**src/hdl/timer8_regs.vh**
```
// Register offsets, field positions, reset values and timing counts
`ifndef TIMER8_REGS_VH
`define TIMER8_REGS_VH
`define ADDR_COUNT_VALUE   12'h000
`define ADDR_INT_CONTROL   12'h004
`define ADDR_OPTION_CONFIG 12'h008
`define ADDR_CONTROL       12'h00C
`define ADDR_IRQ_STATUS    12'h010
`define ADDR_IRQ_MASK      12'h014
`define OPT_SRC_BIT        5
`define OPT_EDGE_BIT       4
`define OPT_ASSIGN_BIT     3
`define OPT_RATE_HI        2
`define OPT_RATE_LO        0
`define INTC_EN_BIT        5
`define INTC_FLAG_BIT      2
`define CTRL_SLEEP_BIT     0
`define CTRL_WDTCLR_BIT    1
`define OPTION_RESET       8'hFF
`define INTC_RESET         8'h00
`define QPHASES            4
`define WRITE_HOLD_CYCLES  2'h2
`endif

```
**src/hdl/timer8_shared_prescaler.v**
```verilog
// 8-bit timer/counter with shared prescaler and APB register slave
`timescale 1ns/1ps
`include "timer8_regs.vh"
module timer8_shared_prescaler #(
    parameter WIDTH = 8
) (
    // Clock and reset
    input  wire             clk,
    input  wire             sys_rst,
    // APB slave
    input  wire             psel,
    input  wire             penable,
    input  wire             pwrite,
    input  wire [11:0]      paddr,
    input  wire [31:0]      pwdata,
    output reg  [31:0]      prdata,
    output reg              pready,
    output reg              pslverr,
    // Pins and core events
    input  wire             extCountInput,
    input  wire             sleepMode,
    input  wire             watchdogClearOp,
    // Outputs
    output reg              overflowIrq,
    output reg              irqOut,
    output reg              wdtTick
);
    reg [WIDTH-1:0] countValue_r;
    reg [7:0]       optionConfig_r;
    reg [7:0]       intControl_r;
    reg [1:0]       control_r;
    reg [0:0]       irqStatus_r;
    reg [0:0]       irqMask_r;
    reg [1:0]       qPhase_r;
    reg [2:0]       pinSync_r;
    reg             pinLevel_r;
    reg             tapQ2_r;
    reg             tapQ4_r;
    reg [1:0]       holdCnt_r;
    reg             prevTap_r;

    wire            srcIsPin   = optionConfig_r[`OPT_SRC_BIT];
    wire            edgeFall   = optionConfig_r[`OPT_EDGE_BIT];
    wire            toWatchdog = optionConfig_r[`OPT_ASSIGN_BIT];
    wire [2:0]      rateSel    = optionConfig_r[`OPT_RATE_HI:`OPT_RATE_LO];
    wire            sleeping   = sleepMode | control_r[`CTRL_SLEEP_BIT];
    wire            access     = psel & penable;
    wire            wrAcc      = access & pwrite;
    wire            rdAcc      = access & ~pwrite;

    // One enable per instruction cycle; four phase slots
    wire            instrTick  = (qPhase_r == 2'h3);
    wire            phaseQ2    = (qPhase_r == 2'h1);
    wire            phaseQ4    = (qPhase_r == 2'h3);

    function mapped;
        input [11:0] a;
        begin
            mapped = (a == `ADDR_COUNT_VALUE) || (a == `ADDR_INT_CONTROL) ||
                     (a == `ADDR_OPTION_CONFIG) || (a == `ADDR_CONTROL) ||
                     (a == `ADDR_IRQ_STATUS) || (a == `ADDR_IRQ_MASK);
        end
    endfunction

    wire wrCount  = wrAcc & (paddr == `ADDR_COUNT_VALUE);
    wire wrIntc   = wrAcc & (paddr == `ADDR_INT_CONTROL);
    wire wrOption = wrAcc & (paddr == `ADDR_OPTION_CONFIG);
    wire wrCtrl   = wrAcc & (paddr == `ADDR_CONTROL);
    wire wrStat   = wrAcc & (paddr == `ADDR_IRQ_STATUS);
    wire wrMask   = wrAcc & (paddr == `ADDR_IRQ_MASK);
    wire wdtClr   = watchdogClearOp | (wrCtrl & pwdata[`CTRL_WDTCLR_BIT]);

    // Pin path: three flops, change counts when second and third agree
    always @(posedge clk or posedge sys_rst) begin
        if (sys_rst) begin
            pinSync_r  <= 3'h0;
            pinLevel_r <= 1'b0;
            qPhase_r   <= 2'h0;
        end else begin
            pinSync_r <= {pinSync_r[1:0], extCountInput};
            if (pinSync_r[1] == pinSync_r[2])
                pinLevel_r <= pinSync_r[2];
            qPhase_r <= qPhase_r + 2'h1;
        end
    end

    // Edge select on the filtered pin level
    reg  pinPrev_r;
    wire pinEdge = edgeFall ? (pinPrev_r & ~pinLevel_r)
                            : (~pinPrev_r & pinLevel_r);
    wire srcTick = srcIsPin ? pinEdge : instrTick;

    always @(posedge clk or posedge sys_rst) begin
        if (sys_rst)
            pinPrev_r <= 1'b0;
        else
            pinPrev_r <= pinLevel_r;
    end

    wire timerTap;
    wire wdtTapW;
    wire preClear = (wrCount & ~toWatchdog) |
                    (wdtClr & toWatchdog);

    timer8_prescaler #(
        .WIDTH      (WIDTH)
    ) uPrescaler (
        .clk        (clk),
        .sys_rst    (sys_rst),
        .srcTick    (srcTick & ~(sleeping & ~toWatchdog)),
        .clearCount (preClear),
        .rateSel    (rateSel),
        .toWatchdog (toWatchdog),
        .timerTap   (timerTap),
        .wdtTap     (wdtTapW)
    );

    // Undivided source when prescaler belongs to the watchdog
    wire rawTap = toWatchdog ? srcTick : timerTap;

    // Pin source keeps a level: a one-cycle edge pulse could slip past Q2
    wire pinTap = toWatchdog ? (pinLevel_r ^ edgeFall) : timerTap;

    // Pin-driven path resampled on Q2 and Q4 to align with the core
    always @(posedge clk or posedge sys_rst) begin
        if (sys_rst) begin
            tapQ2_r <= 1'b0;
            tapQ4_r <= 1'b0;
        end else begin
            if (phaseQ2)
                tapQ2_r <= pinTap;
            if (phaseQ4)
                tapQ4_r <= tapQ2_r;
        end
    end

    // Internal source uses the tap directly; pin source uses synced tap
    wire tapLevel = srcIsPin ? tapQ4_r : rawTap;
    // Divided taps change after the tick, so count their rising edge
    wire advance  = (toWatchdog & ~srcIsPin) ? srcTick
                                             : (tapLevel & ~prevTap_r);
    wire incEn = advance & ~sleeping & (holdCnt_r == 2'h0);
    wire rollover = incEn & (countValue_r == {WIDTH{1'b1}});

    always @(posedge clk or posedge sys_rst) begin
        if (sys_rst) begin
            prevTap_r    <= 1'b0;
            countValue_r <= {WIDTH{1'b0}};
            holdCnt_r    <= 2'h0;
        end else begin
            prevTap_r <= tapLevel;
            if (wrCount) begin
                countValue_r <= pwdata[WIDTH-1:0];
                holdCnt_r    <= `WRITE_HOLD_CYCLES;
            end else begin
                if (incEn)
                    countValue_r <= countValue_r + 1'b1;
                if (instrTick && holdCnt_r != 2'h0)
                    holdCnt_r <= holdCnt_r - 2'h1;
            end
        end
    end

    // Registers; hardware set wins over software clear
    always @(posedge clk or posedge sys_rst) begin
        if (sys_rst) begin
            optionConfig_r <= `OPTION_RESET;
            intControl_r   <= `INTC_RESET;
            control_r      <= 2'h0;
            irqStatus_r    <= 1'b0;
            irqMask_r      <= 1'b0;
        end else begin
            if (wrOption)
                optionConfig_r <= pwdata[7:0];
            if (wrIntc)
                intControl_r <= pwdata[7:0];
            if (rollover)
                intControl_r[`INTC_FLAG_BIT] <= 1'b1;
            if (wrCtrl)
                control_r <= {1'b0, pwdata[`CTRL_SLEEP_BIT]};
            if (wrMask)
                irqMask_r <= pwdata[0];
            if (rollover)
                irqStatus_r <= 1'b1;
            else if (wrStat && pwdata[0])
                irqStatus_r <= 1'b0;
        end
    end

    // Outputs from flops; APB answers with no wait state
    always @(posedge clk or posedge sys_rst) begin
        if (sys_rst) begin
            prdata      <= 32'h0;
            pready      <= 1'b0;
            pslverr     <= 1'b0;
            overflowIrq <= 1'b0;
            irqOut      <= 1'b0;
            wdtTick     <= 1'b0;
        end else begin
            pready     <= psel & ~penable;
            pslverr    <= psel & ~penable & ~mapped(paddr);
            prdata     <= 32'h0;
            if (psel && !penable && !pwrite) begin
                case (paddr)
                    `ADDR_COUNT_VALUE:   prdata <= {24'h0, countValue_r};
                    `ADDR_INT_CONTROL:   prdata <= {24'h0, intControl_r};
                    `ADDR_OPTION_CONFIG: prdata <= {24'h0, optionConfig_r};
                    `ADDR_CONTROL:       prdata <= {31'h0, control_r[0]};
                    `ADDR_IRQ_STATUS:    prdata <= {31'h0, irqStatus_r};
                    `ADDR_IRQ_MASK:      prdata <= {31'h0, irqMask_r};
                    default:             prdata <= 32'h0;
                endcase
            end
            overflowIrq <= intControl_r[`INTC_FLAG_BIT] &
                           intControl_r[`INTC_EN_BIT];
            irqOut      <= irqStatus_r[0] & irqMask_r[0];
            wdtTick     <= wdtTapW & toWatchdog;
        end
    end
endmodule

```
**src/hdl/timer8_prescaler.v**
```verilog
// Shared 8-bit prescaler counter with rate tap selection
`timescale 1ns/1ps
module timer8_prescaler #(
    parameter WIDTH = 8
) (
    // Clock and reset
    input  wire             clk,
    input  wire             sys_rst,
    // Control
    input  wire             srcTick,
    input  wire             clearCount,
    input  wire [2:0]       rateSel,
    input  wire             toWatchdog,
    // Outputs
    output reg              timerTap,
    output reg              wdtTap
);
    reg [WIDTH-1:0] preCount_r;

    always @(posedge clk or posedge sys_rst) begin
        if (sys_rst) begin
            preCount_r <= {WIDTH{1'b0}};
        end else if (clearCount) begin
            preCount_r <= {WIDTH{1'b0}};
        end else if (srcTick) begin
            preCount_r <= preCount_r + 1'b1;
        end
    end

    always @* begin
        timerTap = preCount_r[rateSel];
        wdtTap   = 1'b0;
        if (toWatchdog) begin
            timerTap = 1'b0;
            // WDT rate 000 is 1:1, so tap below bit 0 is the tick itself
            if (rateSel == 3'h0)
                wdtTap = srcTick;
            else
                wdtTap = preCount_r[rateSel - 3'h1];
        end
    end
endmodule

```
**config.mk**
```make
export PLATFORM = sky130hd
export DESIGN_NAME = timer8_shared_prescaler
export DESIGN_NICKNAME = d
export VERILOG_FILES = /design/src/hdl/timer8_shared_prescaler.v /design/src/hdl/timer8_prescaler.v
export VERILOG_INCLUDE_DIRS = /design/src /design/src/hdl
export SDC_FILE = /design/constraint.sdc
export NUM_CORES = 1
export LEC_CHECK = 0
export BUFFER_PORTS_ARGS = -buffer_cell sky130_fd_sc_hd__buf_2
export CAP_MARGIN = 30
export CORE_ASPECT_RATIO = 1.5
export CORE_UTILIZATION = 57
export DETAILED_ROUTE_END_ITERATION = 12
export GPL_TIMING_DRIVEN = 0
export PLACE_DENSITY = 0.95
export SYNTH_ARGS = -nofsm -noshare
export SYNTH_HDL_FRONTEND = slang
export SYNTH_SLANG_ARGS = --single-unit
```
**constraint.sdc**
```tcl
create_clock -name clk -period 6.2 [get_ports clk]
set_clock_uncertainty 0.1 [all_clocks]
set_input_delay 1.86 -clock clk [delete_from_list [all_inputs] [get_ports clk]]
set_output_delay 1.86 -clock clk [all_outputs]
set_load 0.03 [all_outputs]
```
Yosys cells after proc, flatten, opt, wreduce, memory -nomap -nowiden:

Index checks and enable logic that the tools add are counted.

* memory bits (writable): 0
* bits in latches: 0
* bits in registers: 84
* output and inout port bits: 37
* memories kept: 0
* ROM bits: 0

* add/sub/neg operators: 5
* shift-type cells: 0
* bitwise operators: 38
* reduce and logical (&&, ||, !) cells: 20
* multiplexer cells: 24
* multipliers: 0
* equal/unequal tests: 9
* order comparisons: 2
* divide/modulo/power cells: 0

Operators by type and width (count)
* one-hot mux 8 bit (6 select lines): 1
* two-way mux 8 bit: 5
* bitwise AND 1 bit: 25
* == test 12 x 4 -> 1 bit (second input constant): 2
* == test 12 x 5 -> 1 bit (second input constant): 2
* adder 8 x 1 -> 8 bit (second input constant): 2
* two-way mux 1 bit: 13
* == test 12 x 3 -> 1 bit (second input constant): 1
* logical NOT 12 bit: 1
* nonzero test 2 bit: 6
* inverter 1 bit: 9
* == test 8 bit (second input constant): 1
* less-than comparator 3 x 4 -> 1 bit (second input constant): 2
* binary-select mux 1 bit (select 3 bit): 2
* logical OR 1 bit: 5
* logical AND 1 bit: 4
* two-way mux 2 bit: 2
* logical NOT 3 bit: 1
* two-way mux 3 bit: 1
* OR 1 bit: 3
* subtractor 3 x 1 -> 3 bit (second input constant): 1
* adder 2 x 1 -> 2 bit (second input constant): 1
* == test 2 x 1 -> 1 bit (second input constant): 1
* == test 2 bit (second input constant): 1
* 5 further kinds: 6

Longest topological paths before layout:

Gate-level depths: netlist of the first run.

* word-level depth: 12
* gate-level depth with buffers: 7

By module:

From an unflattened synthesis of the first run, not the netlist that was laid out.

* cell total of the unflattened synthesis: 304
* area total of the unflattened synthesis: 3234.4 sq um

Modules (own cells, without submodules)
* timer8_shared_prescaler: instances 1, cells an instance 244, area each 2626.3 sq um
* timer8_prescaler: instances 1, cells an instance 60, area each 608.1 sq um

Worst setup path before layout of the first run:

Ideal clock, no wire load.

* path type: input -> register
* start point: input paddr[7]
* end point: register intControl_r[0]
* data arrival time: 3.181 ns
* stages: 4
* buffers on the path: 0
* setup slack: 2.794 ns
* path through: nor4_1 nand4_1 nor3_2 mux2_2

* cells in the longest elaborated chain, start to end: 2

RTL lines
* from (decl): line timer8_shared_prescaler.v:14 `input wire [11:0] paddr,`
* == test 12 x 3 -> 1 bit
* bitwise AND 1 bit: line timer8_shared_prescaler.v:66 `` wire wrIntc = wrAcc & (paddr == `ADDR_INT_CONTROL); ``
* to (signal assigned): line timer8_shared_prescaler.v:168 `` intControl_r <= `INTC_RESET; ``
* to (signal assigned): line timer8_shared_prescaler.v:176 `intControl_r <= pwdata[7:0];`
* to (decl): line timer8_shared_prescaler.v:30 `reg [7:0] intControl_r;`

No other way between the ends.
A chain may end at the register's enable or synchronous reset.

Worst setup path after layout of the first run:

Ends and elaborated chain as after synthesis.

==> summary.md, run 1 <==
| Metric | Value |
|---|---|
| P_int | roughly 710 uW |
| Avg WL per Cell | between 15 and 20 um |
| Worst rel slew slack | 47.9% |
| Pre-antenna DRT Iters | 4 |
| Synth Area in Compound Gates | about a tenth |
| Reg-to-reg startpoint | holdCnt_r[0] |
| Power Dens Cells | between 200 and 300 nW/um2 |
| Tot GR Track Use | 26.3% |
| Routability cong. | ~0.84 |
| Cells after synthesis | around 320 |
| Final hold vios | 0 |
| Worst-margin pin slew | about 0.78 ns |
| Setup Buffers After CTS | 0 |
| # clock sinks | 60 |
| Placed cell area | approximately 3700 um2 |
| Post-Layout Cell Count | ~470 |
| Final period util | a little under three fifths |
| H-tree depth | 3 |
| Slowest stage delay, CP | 0.63 ns |
| Combinational Power Share | about 19% |
| Minimum clock period | about 3.5 ns |
| Largest net degree at the start of global routing | 32 |
| Sum Neg Setup Slack | 0 ns |
| RSZ-0062 raised after global routing | false |
| Xor and xnor area share after synthesis | 2.65% |
| Post-synthesis cell type count | 51 |
| R2r worst-path depth | 7 |
| Vias in the first global route | about 2,600 |
| Status | finished, final reports clean |
| Top Ports | 89 |
| Commonest non-fill, non-tap cell in the layout | dfrtp_1 |
| Placed insts | approximately 450 |
| CTS Hold Bufs | 0 |
| Synthesized area per cell | about 10 um2 |
| Synth Register Bits | 60 |
| Peak Freq | 0.282 GHz |
| Register-to-register setup slack | 3.71 ns |
| Switching pwr | 325 uW |
| Crit path from | paddr[7] |
| CP max FO | 8 |
| Post-Synth Simple-Gate Area | between 15 and 20% |
| Drt drc | 0 |
| Stages on the worst setup path | 5 |
| CP endpoint kind | register |
| PostCTS Resize Cnt | 0 |
| Synth Cell Area | ~3300 um2 |
| CTS Buf Count | 9 |
| CP Buf/Inv Count | 1 |
| Adder-cell area share of the yosys netlist | under 10% |
| Initial antenna violation count | 0 |
| Number of port buffers | 37 |
| Startpoint Class | primary input |
| Vias post-DR | between 2,000 and 3,000 |
| Post-synth ARST share | 100% |
| CTS Buffer Depth | 2 |
| CP max stage cell | nor3_2 |
| Ys flop type | dfrtp_1 |
| Worst min path class | reg2reg |
| Setup-failing EPs final | 0 |
| EDFF count, synth | 0 |
| Final wirelength | 7.27 mm |
| CORE AREA | approximately 5500 um2 |
| Area occupied by multi-input gates | 1560 um2 |
| Critical path's top delay family | simple AND/OR/NAND/NOR gates |
| Worst EP required | around 6.3 ns |
| Layout area overhead | 17.3% |
| Flop pwr share | about 47% |
| CTS root buffer | clkbuf_8 |
| Commonest cells after routing, fill and taps aside | dfrtp_1, nor2_1, buf_2 |
| Post-synthesis mux area share | 13.0% |
| Layout Cell Area excl Fill | about 3900 um2 |
| Vias per cell | 5.52 |
| Remaining Overflow, GRT | 0 |
| Fillers | 399 |
| Dpl hpwl | roughly 5.4 mm |
| Max-Cap Viols | 0 |
| Worst r2r dst | countValue_r[6] |
| Antenna cells | 0 |
| P_leak | approximately 0.0018 uW |
| Initial Util | 59.8% |
| CP Class | in2reg |
| Register Area | roughly 1500 um2 |
| Main combinational cell family by area after synthesis | simple AND/OR/NAND/NOR gates |
| Crit-path cells | buf_2 -> nor4_1 -> nand4_1 -> nor3_2 -> mux2_2 |
| Final core occ | approximately 70% |
| Worst vdd ir | around 0.00022 V |
| Die H | about 95 um |
| CP Data Arrival Time | 3.67 ns |
| Final nets | between 400 and 500 |
| Routed Antenna Nets | 0 |
| Worst skew pair latency | ~0.35 ns |
| Cell Rows | 33 |
| Sw frac | between 30% and 40% |
| Clk slew on worst S/H paths | ~0.070 ns |
| Die W | around 64 um |
| First-pass GRT wire length | approximately 12 mm |
| CTS tree | done |
| Worst Setup EP | intControl_r[0] |
| Die area | 6120 um2 |
| Sequential fraction of the synthesis area | between 40% and 50% |
| Yosys warns | 0 |
| Layout cells sized above 1 | between 30% and 40% |
| Final Max Tran Viols | 0 |
| DR iter-0 viols | around 250 |
| Clock group share of total power | around a third |
[synth_stat cells (2+ instances only)]
cell	count	area share, %
mux4_1	2	1.6
mux2_2	21	7.2
nand2b_1	2	0.38
nor3_1	3	0.45
ha_1	7	2.6
o21ai_0	10	1.5
xor2_1	8	2.1
buf_6	6	2.0
inv_1	14	1.6
dfrtp_1	52	39
dfstp_2	8	6.4
or3_1	3	0.57
nor2_1	42	4.8
or4_1	2	0.45
nand3b_1	3	0.68
nor4_1	3	0.57
nand3_1	3	0.45
nor2b_1	3	0.57
nand4_1	9	1.7
clkbuf_1	7	0.79
mux2i_1	14	4.2
and3_1	4	0.76
buf_4	24	5.4
a211oi_1	2	0.45
nand2_1	15	1.7
or3_2	3	0.68
a31oi_1	9	1.7
and2_1	2	0.38
xnor2_1	2	0.53
a21oi_1	14	2.1
[metal layers]
layer	routed length [um]	GRT usage, %	share of wire (%)
met5	0	0	0
met4	247	18.7	3.4
met2	4060	48.7	56
met1	2630	25.7	36
met3	319	5.26	4.4
[sequential cells by signal, summed over array words and instances, names as in the netlist, 2 cells and up]
| name | flops |
|---|---|
| intControl_r | 8 |
| qPhase_r | 2 |
| uPrescaler.preCount_r | 8 |
| holdCnt_r | 2 |
| prdata | 8 |
| optionConfig_r | 8 |
| pinSync_r | 3 |
| countValue_r | 8 |
[area by class of cell]
cell class | instances | share of cell area, %
Multi-Input combinational cell | 230 | 40.1
Buffer | 37 | 7.07
Clock inverter | 7 | 1.74
Timing Repair Buffer | 38 | 5.29
Tap cell | 70 | 2.26
Inverter | 14 | 1.36
Sequential cell | 60 | 39.0
Clock buffer | 9 | 3.19
[metrics by stage]
stage | hold slack, ns | setup slack, ns | total power, uW
after floorplan | 0.231 | 2.77 | 633
after detailed placement | 0.239 | 2.36 | 689
after global placement | 0.237 | 2.13 | 670
final | 0.251 | 2.66 | 1030
after global routing | 0.267 | 2.47 | 1080
after CTS | 0.254 | 2.71 | 1030
[cells by family after synthesis]
| group | count (synthesis) |
|---|---|
| simple gates | 105 |
| xor+xnor | 10 |
| fa+ha+maj | 8 |
| flops | 60 |
| mux | 37 |
| buf+inv | 51 |
| other cells | 1 |
| compound gates | 46 |
[worst min path at each step]
stage	from	endpoint	slack, ns	depth (start not counted)
final	pinSync_r[0]	pinSync_r[1]	0.25	0
after global routing	pinSync_r[0]	pinSync_r[1]	0.27	0
after CTS	pinSync_r[0]	pinSync_r[1]	0.25	0
after detailed placement	pinSync_r[0]	pinSync_r[1]	0.24	0
after global placement	pinSync_r[0]	pinSync_r[1]	0.24	0
after floorplan	pinSync_r[0]	pinSync_r[1]	0.23	0
[power groups by stage]
stage          Combinational, uW  Clock [uW]  Sequential, uW
2_1_floorplan                157           0             476
3_3_place_gp                 184           0             486
3_5_place_dp                 199           0             491
4_1_cts                      200         349             484
5_1_grt                      222         365             490
6_report                     200         346             486
No activity file was read; power rests on OpenSTA's default activity.
==> run 2: changes to the inputs <==
- CORE_UTILIZATION: 57 -> 53
- PLACE_DENSITY: 0.95 -> 0.9
- clock period: 6.2 -> 3.45 ns (I/O delays scaled with it)
==> run 2 against run 1 <==
Effect of this change:
- routed wire length decreased by 1.8%
- largest cell class unchanged
- die area increased by 7.4%
- sequential cell count unchanged
- largest power group is now the clock network
- sequential share of layout area decreased by 0.96 points
- clock power increased to 2.6 times the previous value
- first-iteration DRC count increased by 0.40%
- utilization decreased by 2.9 points
- power increased by 110%
- combinational power increased by 81%
- clock-buffer cell count unchanged
- global-route usage decreased by 1.9 points
==> summary.md, run 2 (same netlist as run 1, synthesis figures left out) <==
| Metric | Value |
|---|---|
| DR iter-0 viols | 254 |
| CTS root buffer | clkbuf_8 |
| Remaining Overflow, GRT | 0 |
| Worst rel slew slack | about 50% |
| # clock sinks | 60 |
| Clk slew on worst S/H paths | about 0.070 ns |
| Worst-margin pin slew | between 0.7 and 0.8 ns |
| Worst min path class | reg2reg |
| Layout Cell Area excl Fill | slightly below 4000 um2 |
| Fillers | ~430 |
| Post-Layout Cell Count | roughly 470 |
| Minimum clock period | 2.72 ns |
| RSZ-0062 raised after global routing | false |
| First-pass GRT wire length | 11.7 mm |
| Commonest non-fill, non-tap cell in the layout | dfrtp_1 |
| Met3 Use GR | 6.02% |
| Layout cells sized above 1 | around a third |
| Die area | between 6000 and 7000 um2 |
| Routed Antenna Nets | 0 |
| Setup-failing EPs final | 0 |
| Commonest cells after routing, fill and taps aside | dfrtp_1, nor2_1, buf_2 |
| Worst vdd ir | 0.000458 V |
| Initial antenna violation count | 0 |
| Grt met1 use | 25.0% |
| Status | finished, final reports clean |
| Final core occ | between 60% and 70% |
| Sum Neg Setup Slack | 0 ns |
| Die H | slightly below 100 um |
| Vias in the first global route | ~2,600 |
| Final hold vios | 0 |
| Power Dens Cells | roughly 540 nW/um2 |
| Setup Buffers After CTS | 0 |
| CP endpoint kind | register |
| Die W | 66.5 um |
| Grt met2 use | approximately 45% |
| Layout area overhead | 20.2% |
| GRT busiest layer | met2 |
| Vias post-DR | about 2,600 |
| P_leak | about 0.0019 uW |
| CTS Hold Bufs | 0 |
| CP Class | in2reg |
| Top Ports | between 80 and 90 |
| Final nets | 449 |
| Cell Rows | 34 |
| Drt drc | 0 |
| Final Max Tran Viols | 0 |
| H-tree depth | 3 |
| Number of port buffers | 37 |
| CTS Buffer Depth | 2 |
| Tot GR Track Use | between 20% and 30% |
| Largest net degree at the start of global routing | 38 |
| CP Data Arrival Time | around 2.9 ns |
| Worst skew pair latency | 0.34 ns |
| Placed cell area | about 3700 um2 |
| Vias per cell | approximately 5.5 |
| Initial Util | ~56% |
| CTS Buf Count | 9 |
| CTS tree | done |
| CORE AREA | 5910 um2 |
| Antenna cells | 0 |
| Pre-antenna DRT Iters | 6 |
| Placed insts | around 450 |
| Final period util | 78.9% |
| Dpl hpwl | slightly above 5 mm |
| Startpoint Class | primary input |
| Avg WL per Cell | around 15 um |
| Routability cong. | 0.841 |
| Max-Cap Viols | 0 |
| PostCTS Resize Cnt | 0 |
| Final wirelength | 7.14 mm |
| Worst EP required | 3.57 ns |
| CP max FO | 8 |
| Peak Freq | between 0.3 and 0.4 GHz |
| Post-Route Hold Slack | 0.266 ns |
## run 2: changes by cell type in the layout (fill, tap and decap cells not counted)
| cell | change |
|---|---|
| bufinv_16 | +4 |
| clkinvlp_4 | -2 |
| clkinv_2 | -2 |
## run 2: critical path: stages
cell and delay [ns]:
buf_2 0.10, nor4_1 0.45, nand4_1 0.23, nor3_2 0.61
mux2_2 0.41
## run 2: power breakdown
| group | internal (uW) | leakage, uW | switching [uW] |
|---|---|---|---|
| Combinational | 161 | 0.000990 | 200 |
| Clock | 624 | 0.000139 | 280 |
| Sequential | 781 | 0.000769 | 95.4 |
| Total | 1570 | 0.00190 | 575 |
## run 2: worst paths after layout
check                             start           endpoint  slack (ns)  cells past startpoint
setup / recovery               paddr[7]    intControl_r[1]        0.73                      5
hold / removal             pinSync_r[0]       pinSync_r[1]        0.27                      0
setup reg to reg           holdCnt_r[0]    countValue_r[4]        0.96                      7
hold reg to reg            pinSync_r[0]       pinSync_r[1]        0.27                      0
max in group asynchronous       sys_rst  optionConfig_r[0]        2.00                      3
min in group asynchronous       sys_rst          prdata[1]        0.62                      2
## run 2: per-stage QoR
step                      total power, uW  setup slack [ns]
after floorplan                      1140             0.844
after global placement               1210             0.187
after detailed placement             1240             0.382
after CTS                            2150             0.728
after global routing                 2230             0.448
final                                2140             0.729
## run 2: final cells by class
cell class / count / area, um2 / share of cell area [%]
plain buffers: 37 / 274 / 6.89
clock buffers: 9 / 124 / 3.12
clock inverters: 7 / 163 / 4.09
inverters: 14 / 52.6 / 1.32
multi-input cells: 230 / 1560 / 39.1
flip-flops and latches: 60 / 1510 / 38.0
well taps: 72 / 90.1 / 2.27
repair buffers: 38 / 205 / 5.16
## run 2: routing by layer
layer	part of all wire [%]	vias up	routed length, um
li1	-	1206	-
met1	37	1266	2670
met2	56	80	3980
met3	4.0	21	284
met4	2.8	0	197
met5	0	-	0
